<file path="src/pkg/bus_program_pkg.sv">
`default_nettype none
package bus_program_pkg;
   // Number of slave stations the sequencer walks.
   localparam int unsigned NUM_SLAVES = 4;
   // Width of one data word carried to and from a slave.
   localparam int unsigned DATA_W = 8;
   // Depth of the input data FIFO.
   localparam int unsigned FIFO_DEPTH = 16;
   // Width of a slave index.
   localparam int unsigned IDX_W = 2;
   // First slave index and its step.
   localparam logic [IDX_W-1:0] IDX_FIRST = 2'h0;
   localparam logic [IDX_W-1:0] IDX_STEP  = 2'h1;
   localparam logic [IDX_W-1:0] IDX_LAST  = 2'h3;

   // Program parts, walked in a fixed order.
   typedef enum logic [2:0] {
      PH_IDLE,
      PH_CONNECT,
      PH_DATA,
      PH_DIAG,
      PH_TOKEN,
      PH_WAIT_TOKEN
   } phase_e;

   // Kind of telegram placed on the bus.
   typedef enum logic [1:0] {
      TG_PROBE,
      TG_DATA,
      TG_DIAG
   } telegram_e;

   // Request issued to a slave.
   typedef struct packed {
      logic             valid;
      telegram_e        kind;
      logic [IDX_W-1:0] slave;
      logic [DATA_W-1:0] data;
   } request_s;

   // Answer returned by the slave side.
   typedef struct packed {
      logic             valid;
      logic             ok;
      logic [DATA_W-1:0] data;
   } answer_s;
endpackage : bus_program_pkg
`default_nettype wire

</file>
<file path="src/hw/bus_program_seq.sv">
`default_nettype none
// Master bus program sequencer: connect, data, diagnostics, token.
module bus_program_seq
   import bus_program_pkg::*;
(
   // Clock, enable and reset.
   input  wire logic                                 clk,
   input  wire logic                                 rst_n,
   input  wire logic                                 ce,
   // Configuration from the host side, same clock.
   input  wire logic                                 multi_master,
   input  wire logic [bus_program_pkg::NUM_SLAVES-1:0] slave_cfg,
   input  wire logic [bus_program_pkg::NUM_SLAVES-1:0] out_data_flat_en,
   input  wire logic [bus_program_pkg::DATA_W-1:0]   out_data,
   // Link side, pins from outside the clock domain.
   input  wire logic                                 token_in,
   input  wire bus_program_pkg::answer_s             answer,
   input  wire logic [bus_program_pkg::NUM_SLAVES-1:0] diag_changed,
   output bus_program_pkg::request_s                 request,
   output logic                                      token_out,
   // Results to the host side.
   output logic [bus_program_pkg::NUM_SLAVES-1:0]    slave_ok,
   output logic                                      in_valid,
   input  wire logic                                 in_ready,
   output logic [bus_program_pkg::DATA_W-1:0]        in_data,
   output logic                                      steady
);
   import bus_program_pkg::*;

   // Two-stage synchronisers for link inputs.
   logic                  tok_s1_r, tok_s2_r;
   answer_s               ans_s1_r, ans_s2_r;
   logic [NUM_SLAVES-1:0] dg_s1_r, dg_s2_r;

   phase_e                phase_r;        // Current program part.
   logic [IDX_W-1:0]      idx_r;          // Slave being served.
   logic                  wait_r;         // Request outstanding.
   logic [NUM_SLAVES-1:0] ok_r;           // Addressable slaves.
   logic                  error_r;        // Reconnect due.
   logic                  steady_r;       // Power-up pass finished.
   request_s              req_r;
   logic                  tok_out_r;
   logic                  fvalid;
   logic                  fready;
   logic                  fo_valid;
   logic [DATA_W-1:0]     fo_data;
   logic                  connect_due;
   logic                  diag_due;
   logic                  link_free;      // No request outstanding, no answer draining.
   logic                  ans_take;       // Fresh answer to the outstanding request.
   logic                  in_valid_hold;  // Output word waits for the consumer.
   logic                  in_valid_r;     // Output word valid.
   logic [DATA_W-1:0]     in_data_r;      // Output word.

   // Synchronise everything arriving from the bus; only stage two is read.
   always_ff @(posedge clk or negedge rst_n)
   begin
      if (!rst_n)
      begin
         tok_s1_r <= 1'b0;
         tok_s2_r <= 1'b0;
         ans_s1_r <= '0;
         ans_s2_r <= '0;
         dg_s1_r  <= '0;
         dg_s2_r  <= '0;
      end
      else if (ce)
      begin
         tok_s1_r <= token_in;
         tok_s2_r <= tok_s1_r;
         ans_s1_r <= answer;
         ans_s2_r <= ans_s1_r;
         dg_s1_r  <= diag_changed;
         dg_s2_r  <= dg_s1_r;
      end
   end

   // Reconnect when an error is pending or a configured slave is missing.
   assign connect_due = !steady_r || error_r || ((slave_cfg & ~ok_r) != '0);
   // Diagnostics only if some addressable slave reports a change.
   assign diag_due    = (dg_s2_r & ok_r) != '0;
   // A new request waits until the last answer has left the synchroniser,
   // otherwise that held answer would be taken again for the next slave.
   assign link_free   = !wait_r && !ans_s2_r.valid;
   assign ans_take    = wait_r && ans_s2_r.valid;
   assign fvalid      = req_r.valid && (req_r.kind == TG_DATA) && ans_s2_r.valid && ans_s2_r.ok;

   // Next slave index helper.
   function automatic logic [IDX_W-1:0] next_idx(input logic [IDX_W-1:0] i);
      next_idx = i + IDX_STEP;
   endfunction : next_idx

   // Program sequencer: walks parts in fixed order, one slave at a time.
   always_ff @(posedge clk or negedge rst_n)
   begin
      if (!rst_n)
      begin
         phase_r   <= PH_IDLE;
         idx_r     <= IDX_FIRST;
         wait_r    <= 1'b0;
         ok_r      <= '0;
         error_r   <= 1'b0;
         steady_r  <= 1'b0;
         req_r     <= '0;
         tok_out_r <= 1'b0;
      end
      else if (ce)
      begin
         tok_out_r <= 1'b0;
         case (phase_r)
            // Start the pass once the bus may be used.
            PH_IDLE:
            begin
               if (!multi_master || tok_s2_r)
               begin
                  idx_r   <= IDX_FIRST;
                  phase_r <= connect_due ? PH_CONNECT : PH_DATA;
                  error_r <= 1'b0;
               end
            end
            // Probe each configured slave (once steady, only those not addressable) and record the answer.
            PH_CONNECT:
            begin
               if (link_free)
               begin
                  if (slave_cfg[idx_r] && (!steady_r || !ok_r[idx_r]))
                  begin
                     req_r  <= '{valid: 1'b1, kind: TG_PROBE, slave: idx_r, data: '0};
                     wait_r <= 1'b1;
                  end
                  else if (idx_r == IDX_LAST)
                  begin
                     idx_r   <= IDX_FIRST;
                     phase_r <= PH_DATA;
                  end
                  else
                  begin
                     idx_r <= next_idx(idx_r);
                  end
               end
               else if (ans_take)
               begin
                  ok_r[idx_r] <= ans_s2_r.ok;
                  req_r.valid <= 1'b0;
                  wait_r      <= 1'b0;
                  if (idx_r == IDX_LAST)
                  begin
                     idx_r   <= IDX_FIRST;
                     phase_r <= PH_DATA;
                  end
                  else
                  begin
                     idx_r <= next_idx(idx_r);
                  end
               end
            end
            // Exchange data with addressable slaves only.
            PH_DATA:
            begin
               if (link_free)
               begin
                  if (ok_r[idx_r] && out_data_flat_en[idx_r] && fready)
                  begin
                     req_r  <= '{valid: 1'b1, kind: TG_DATA, slave: idx_r, data: out_data};
                     wait_r <= 1'b1;
                  end
                  else if (ok_r[idx_r] && out_data_flat_en[idx_r])
                  begin
                     phase_r <= PH_DATA;  // Stalled by a full input FIFO.
                  end
                  else if (idx_r == IDX_LAST)
                  begin
                     idx_r   <= IDX_FIRST;
                     phase_r <= diag_due ? PH_DIAG : PH_TOKEN;
                  end
                  else
                  begin
                     idx_r <= next_idx(idx_r);
                  end
               end
               else if (ans_take)
               begin
                  req_r.valid <= 1'b0;
                  wait_r      <= 1'b0;
                  if (!ans_s2_r.ok)
                  begin
                     ok_r[idx_r] <= 1'b0;
                     error_r     <= 1'b1;
                  end
                  if (idx_r == IDX_LAST)
                  begin
                     idx_r   <= IDX_FIRST;
                     phase_r <= diag_due ? PH_DIAG : PH_TOKEN;
                  end
                  else
                  begin
                     idx_r <= next_idx(idx_r);
                  end
               end
            end
            // Collect diagnostics from slaves that report a change.
            PH_DIAG:
            begin
               if (link_free)
               begin
                  if (dg_s2_r[idx_r] && ok_r[idx_r])
                  begin
                     req_r  <= '{valid: 1'b1, kind: TG_DIAG, slave: idx_r, data: '0};
                     wait_r <= 1'b1;
                  end
                  else if (idx_r == IDX_LAST)
                  begin
                     phase_r <= PH_TOKEN;
                  end
                  else
                  begin
                     idx_r <= next_idx(idx_r);
                  end
               end
               else if (ans_take)
               begin
                  req_r.valid <= 1'b0;
                  wait_r      <= 1'b0;
                  if (idx_r == IDX_LAST)
                  begin
                     phase_r <= PH_TOKEN;
                  end
                  else
                  begin
                     idx_r <= next_idx(idx_r);
                  end
               end
            end
            // Hand the token on, or loop straight back when alone.
            PH_TOKEN:
            begin
               steady_r <= 1'b1;
               if (multi_master)
               begin
                  tok_out_r <= 1'b1;
                  phase_r   <= PH_WAIT_TOKEN;
               end
               else
               begin
                  phase_r <= PH_IDLE;
               end
            end
            // Wait for our token grant to drop before waiting for the next.
            PH_WAIT_TOKEN:
            begin
               if (!tok_s2_r)
               begin
                  phase_r <= PH_IDLE;
               end
            end
            default:
            begin
               phase_r <= PH_IDLE;
            end
         endcase
      end
   end

   // Input words are buffered; a full FIFO stalls the data cycle.
   data_fifo #(
      .WIDTH (DATA_W),
      .DEPTH (FIFO_DEPTH)
   ) u_fifo (
      .clk       (clk),
      .rst_n     (rst_n),
      .ce        (ce),
      .in_valid  (fvalid && wait_r),
      .in_ready  (fready),
      .in_data   (ans_s2_r.data),
      .out_valid (fo_valid),
      .out_ready (in_ready && !in_valid_hold),
      .out_data  (fo_data)
   );

   // Output register stage holds a word the consumer has not yet taken.
   assign in_valid_hold = in_valid_r && !in_ready;

   // Drained words pass a flop so outputs stay registered.
   always_ff @(posedge clk or negedge rst_n)
   begin
      if (!rst_n)
      begin
         in_valid_r <= 1'b0;
         in_data_r  <= '0;
      end
      else if (ce && !in_valid_hold)
      begin
         in_valid_r <= fo_valid && in_ready;
         in_data_r  <= fo_data;
      end
   end

   assign request   = req_r;
   assign token_out = tok_out_r;
   assign slave_ok  = ok_r;
   assign steady    = steady_r;
   assign in_valid  = in_valid_r;
   assign in_data   = in_data_r;

   // No request while another master owns the bus.
   a_token_guard: assert property (@(posedge clk) disable iff (!rst_n)
      (multi_master && phase_r == PH_WAIT_TOKEN) |-> !req_r.valid)
      else $error("request issued without token");
   // Data only to addressable slaves.
   a_data_target: assert property (@(posedge clk) disable iff (!rst_n)
      (req_r.valid && req_r.kind == TG_DATA) |-> ok_r[req_r.slave])
      else $error("data to unaddressable slave");
   // Token pulse only after the pass.
   a_token_pass: assert property (@(posedge clk) disable iff (!rst_n)
      $rose(tok_out_r) |-> $past(phase_r) == PH_TOKEN && multi_master)
      else $error("token passed out of order");
   // Order of parts.
   a_part_order: assert property (@(posedge clk) disable iff (!rst_n)
      (phase_r == PH_DIAG) |-> $past(phase_r) inside {PH_DATA, PH_DIAG})
      else $error("diagnostics out of order");
   // Power-up begins with connecting.
   a_powerup_conn: assert property (@(posedge clk) disable iff (!rst_n)
      (!steady_r && phase_r == PH_DATA && $past(phase_r) == PH_IDLE) |-> 1'b0)
      else $error("power-up skipped connecting");
   // Steady state skips connecting without cause.
   a_steady_skip: assert property (@(posedge clk) disable iff (!rst_n)
      ($past(phase_r) == PH_IDLE && phase_r == PH_CONNECT && $past(steady_r))
      |-> $past(connect_due))
      else $error("needless reconnect");
   // Diagnostics only when due.
   a_diag_due: assert property (@(posedge clk) disable iff (!rst_n)
      ($past(phase_r) == PH_DATA && phase_r == PH_DIAG) |-> $past(diag_due))
      else $error("diagnostics without change");
   // Failed probe clears availability.
   a_fail_clear: assert property (@(posedge clk) disable iff (!rst_n)
      (phase_r == PH_CONNECT && wait_r && ans_s2_r.valid && !ans_s2_r.ok)
      |=> !ok_r[$past(idx_r)])
      else $error("failed slave kept");
endmodule : bus_program_seq
`default_nettype wire

</file>
<file path="src/hw/data_fifo.sv">
`default_nettype none
// Synchronous FIFO with valid and ready on both sides.
module data_fifo #(
   parameter int unsigned WIDTH = 8,
   parameter int unsigned DEPTH = 16
) (
   // Clock, enable and reset.
   input  wire logic             clk,
   input  wire logic             rst_n,
   input  wire logic             ce,
   // Fill side.
   input  wire logic             in_valid,
   output logic                  in_ready,
   input  wire logic [WIDTH-1:0] in_data,
   // Drain side.
   output logic                  out_valid,
   input  wire logic             out_ready,
   output logic [WIDTH-1:0]      out_data
);
   localparam int unsigned AW = $clog2(DEPTH);
   logic [WIDTH-1:0] mem_r [DEPTH];  // Storage words.
   logic [AW-1:0]    wr_r;           // Write index.
   logic [AW-1:0]    rd_r;           // Read index.
   logic [AW:0]      cnt_r;          // Occupancy.
   logic             push;
   logic             pop;

   // Ready and valid are honest: full stops filling, empty stops draining.
   assign in_ready  = (cnt_r < (AW+1)'(DEPTH));
   assign out_valid = (cnt_r != '0);
   assign out_data  = mem_r[rd_r];
   assign push      = in_valid && in_ready && ce;
   assign pop       = out_valid && out_ready && ce;

   // Storage write.
   always_ff @(posedge clk)
   begin
      if (push)
      begin
         mem_r[wr_r] <= in_data;
      end
   end

   // Index and occupancy bookkeeping.
   always_ff @(posedge clk or negedge rst_n)
   begin
      if (!rst_n)
      begin
         wr_r  <= '0;
         rd_r  <= '0;
         cnt_r <= '0;
      end
      else
      begin
         if (push)
         begin
            wr_r <= (wr_r == AW'(DEPTH - 1)) ? '0 : wr_r + 1'b1;
         end
         if (pop)
         begin
            rd_r <= (rd_r == AW'(DEPTH - 1)) ? '0 : rd_r + 1'b1;
         end
         cnt_r <= cnt_r + (AW+1)'(push) - (AW+1)'(pop);
      end
   end
endmodule : data_fifo
`default_nettype wire

</file>
<file path="config.mk">
export PLATFORM = sky130hd
export DESIGN_NAME = bus_program_seq
export DESIGN_NICKNAME = d
export VERILOG_FILES = /design/src/pkg/bus_program_pkg.sv /design/src/hw/bus_program_seq.sv /design/src/hw/data_fifo.sv
export SDC_FILE = /design/constraint.sdc
export NUM_CORES = 1
export LEC_CHECK = 0
export ABC_CLOCK_PERIOD_IN_PS = 3390
export BUFFER_PORTS_ARGS = -buffer_cell sky130_fd_sc_hd__buf_4
export CORE_MARGIN = 1.5
export CORE_UTILIZATION = 45
export CTS_CLUSTER_SIZE = 16
export DETAILED_ROUTE_END_ITERATION = 10
export GPL_TIMING_DRIVEN = 1
export PLACE_DENSITY = 0.67
export RECOVER_POWER = 100
export SKIP_CTS_REPAIR_TIMING = 1
export SYNTH_ARGS = -nofsm -noshare
export SYNTH_HDL_FRONTEND = slang
export SYNTH_SLANG_ARGS = --single-unit
</file>
<file path="constraint.sdc">
create_clock -name clk -period 3.39 [get_ports clk]
set_input_delay 0.1695 -clock clk [delete_from_list [all_inputs] [get_ports clk]]
set_output_delay 0.1695 -clock clk [all_outputs]
set_load 0.1 [all_outputs]
</file>
==> out/metrics.cfg <==
[outcome]
status = complete, but fails checks
violations = capacitance limit, slew limit

[global_route]
antenna_found_initial = 0
grt_pass1_wl_um = 26800
grt_pass1_vias = 4965
grt-ovfl-total = 0
track_usage_pct = 17.07
grt_max_degree = 79

[placed_design]
gp_congestion = 0.8844
dpl.hpwl_um = 11380
port_buffers = 63

[detailed_routing]
via_per_inst = 5.472
drt_pass1_iterations = 7
drc = 0
routed_wl_um = 16930
ant_nets = 0
drtIter0Drc = 475
wl_per_cell_um = 18.92
vias = 4897

[pwr]
switching_power_mw = 3.062
power.clock.fraction_pct = 27.3
p_leak_nw = 3.787
power_density_nw_per_um2 = 828.2
ir_drop_mv = 0.4539
pwr-share-comb_pct = 32.6
swShare_pct = 35.93
power.internal_mw = 5.459
seq_power_share_pct = 40.1

[synth]
synthDistinctLibCells = 57
synthTopCellsByArea = edfxtp_1 (44%), dfrtp_1 (22%), mux4_2 (11%), mux2_2 (5.8%), ha_1 (2.6%)
synth_ff_type = edfxtp_1
yosysMostFrequentCell = edfxtp_1
ys_ff_latch = 206
synth_commonest_cells = edfxtp_1 (128), dfrtp_1 (78), mux2_2 (45), mux4_2 (42), nand2_1 (28)
ys_warn_count = 0
async_flop_share_pct = 37.86
synthCells = 524
synth_fp_nets = 579
synth_edf_count = 128
yosysTopAreaCell = edfxtp_1
syn_area_per_cell_um2 = 16.65
synth_top_cell_area_share_pct = 44.06
ys_seq_area_share_pct = 66.44
synth_area_um2 = 8723

[die]
io_pins = 64
floorplan.initialDensity_pct = 46.33
core_area_um2 = 18830
die_h_um = 142.2
dieArea_um2 = 20230
row_count = 50
fp.dieW_um = 142.2

[job]
cap_violations = 1

[clocking]
cts_buffers = 22
clk_pin_slew_ps = 60
clockBufferDepth = 3
clk_latency_ps = 500
cts_root_buffer = clkbuf_16
cts_htree_levels = 1
cts_tree = built
cts.sink_count = 206

[finish]
syn2layout_area_growth_pct = 17.93
finish.net_count = 675
drive_gt1_share_pct = 25.83
final_core_util_pct = 54.63
num_antenna_cells = 0

[timing]
relSlewSlack_pct = -32.55
final.setup.tns_ps = 0
fmax_mhz = 368.2
clock_skew_ps = 11.19
slew_violations = 79
tightest_slew_ps = 1988
setup_viol = 0
rsz0062_at_grt = false
timing.final.hold_violations = 0
finalCriticalPeriod_ps = 2716
min_period_over_period_pct = 80.12

[worst_setup_path]
critPathSlowestCell = dfrtp_1
worstPathArrival_ps = 3090
timing.rr.start = idx_r[0]$_DFFE_PN0P_
start_kind = flop
r2r_slack_ps = 670
worst_setup_path_end_kind = flop
critical_path_class = flop to flop
cpPeakStageDelay_ps = 600
critPathTopFamily = compound AO/OA/AOI/OAI gates
critical_path.cell_chain = inv_1 -> a41oi_1 -> a31oi_1 -> o311ai_0 -> o21bai_2 -> mux2_2
crit_required_ps = 3770
cp_max_fo = 13
crit_buf_inv = 1
crit_start = idx_r[0]$_DFFE_PN0P_

[hold_path]
min_from = in_ready
hold_path_class = input pin to flop

-- metrics by stage --
step | hold WS [ps] | instances | setup slack, ps | total power, mW | area, um2
3_3_place_gp | 389.3 | 830 | 913.9 | 6.256 | 9463
4_1_cts | -124.5 | 869 | 775.3 | 8.691 | 10180
6_report | 12.40 | 895 | 674.0 | 8.520 | 10290
3_5_place_dp | 389.8 | 830 | 815.8 | 6.340 | 9463
5_1_grt | 10.03 | 895 | 465.8 | 8.905 | 10290
2_1_floorplan | -126.1 | 524 | 575.5 | 5.674 | 8723
-- logic make-up (layout without fill, tap and decap cells) --
kind of cell / count (synthesis) / count (layout) / share of synthesized area [%]
AOI/OAI and AO/OA: 58 / 58 / 4.977
xor gates and xnor gates: 6 / 6 / 0.6024
adders and majority gates: 20 / 20 / 2.926
buffers and inverters: 48 / 159 / 2.510
DFF: 206 / 206 / 66.44
muxes: 91 / 91 / 17.11
and+or+nand+nor: 95 / 95 / 5.436
-- flip-flops by register name, summed over array words and instances (netlist names), 2 cells and up --
signal,flops
u_fifo.rd_r,4
phase_r,3
dg_s1_r,4
slave_ok,4
u_fifo.mem_r,128
in_data,8
u_fifo.cnt_r,5
request,13
ans_s2_r,10
u_fifo.wr_r,4
ans_s1_r,10
idx_r,2
dg_s2_r,4
-- power groups by stage --
stage | Combinational [mW] | Clock [mW] | Sequential (mW)
finish | 2.78 | 2.32 | 3.42
global route | 2.95 | 2.48 | 3.48
CTS | 2.88 | 2.38 | 3.43
detailed placement | 2.87 | 0 | 3.47
global placement | 2.80 | 0 | 3.46
floorplan | 1.67 | 0 | 4.00
-- worst min-delay path: cells and delay by family --
kind                   cells  cell delay, ps
AND/OR/NAND/NOR            1              70
buffers and inverters      1             120
AO/OA/AOI/OAI              1             110
-- final timing paths --
path / to / depth (start not counted)
max in group asynchronous: ans_s2_r[0]$_DFFE_PN0P_ / 2
hold reg to reg: ans_s2_r[9]$_DFFE_PN0P_ / 2
hold / removal: in_valid$_DFFE_PN0P_ / 3
setup reg to reg: request[9]$_DFFE_PN0P_ / 6
setup / recovery: request[9]$_DFFE_PN0P_ / 6
min in group asynchronous: request[4]$_DFFE_PN0P_ / 2
-- per-layer routing --
metal / wire, um / track usage [%] / vias to the layer above
met2: 8397 / 27.98 / 137
li1: - / - / 2217
met4: 268 / 4.178 / 0
met5: 0 / 0 / -
met3: 931 / 2.624 / 24
met1: 7333 / 24.23 / 2519
-- cell type report --
class	instances	area (um2)
Inverter	23	86.33
Clock inverter	9	72.57
Clock buffer	30	643.1
Tap cell	260	325.3
Sequential cell	206	5796
Timing Repair Buffer	97	675.6
Fill cell	1492	8543
Multi-Input combinational cell	270	2689
-- cells in the final DEF, fill, tap and decap left out, types with 2 or more instances in the layout --
| cell type | instances |
|---|---|
| a21o_1 | 4 |
| a21oi_1 | 9 |
| a22o_1 | 9 |
| a22oi_1 | 2 |
| a31o_2 | 2 |
| a31oi_1 | 4 |
| and4b_1 | 2 |
| buf_4 | 35 |
| clkbuf_1 | 38 |
| clkbuf_16 | 24 |
| clkbuf_8 | 2 |
| clkinv_1 | 2 |
| clkinv_2 | 4 |
| clkinvlp_4 | 2 |
| dfrtp_1 | 78 |
| dlygate4sd3_1 | 26 |
| edfxtp_1 | 128 |
| ha_1 | 18 |
| inv_1 | 22 |
| mux2_2 | 45 |
| mux2i_1 | 4 |
| mux4_2 | 42 |
| nand2_1 | 28 |
| nand2b_1 | 6 |
| nand3_1 | 7 |
| nand4_1 | 5 |
| nor2_1 | 24 |
| nor2b_1 | 4 |
| nor3_1 | 9 |
| nor4bb_1 | 2 |
| o21ai_0 | 8 |
| o21ai_1 | 2 |
| o22ai_1 | 2 |
| o31ai_1 | 3 |
| or3_1 | 2 |
| xnor2_1 | 4 |
| xor2_1 | 2 |
(Power assumes the default switching activity.)
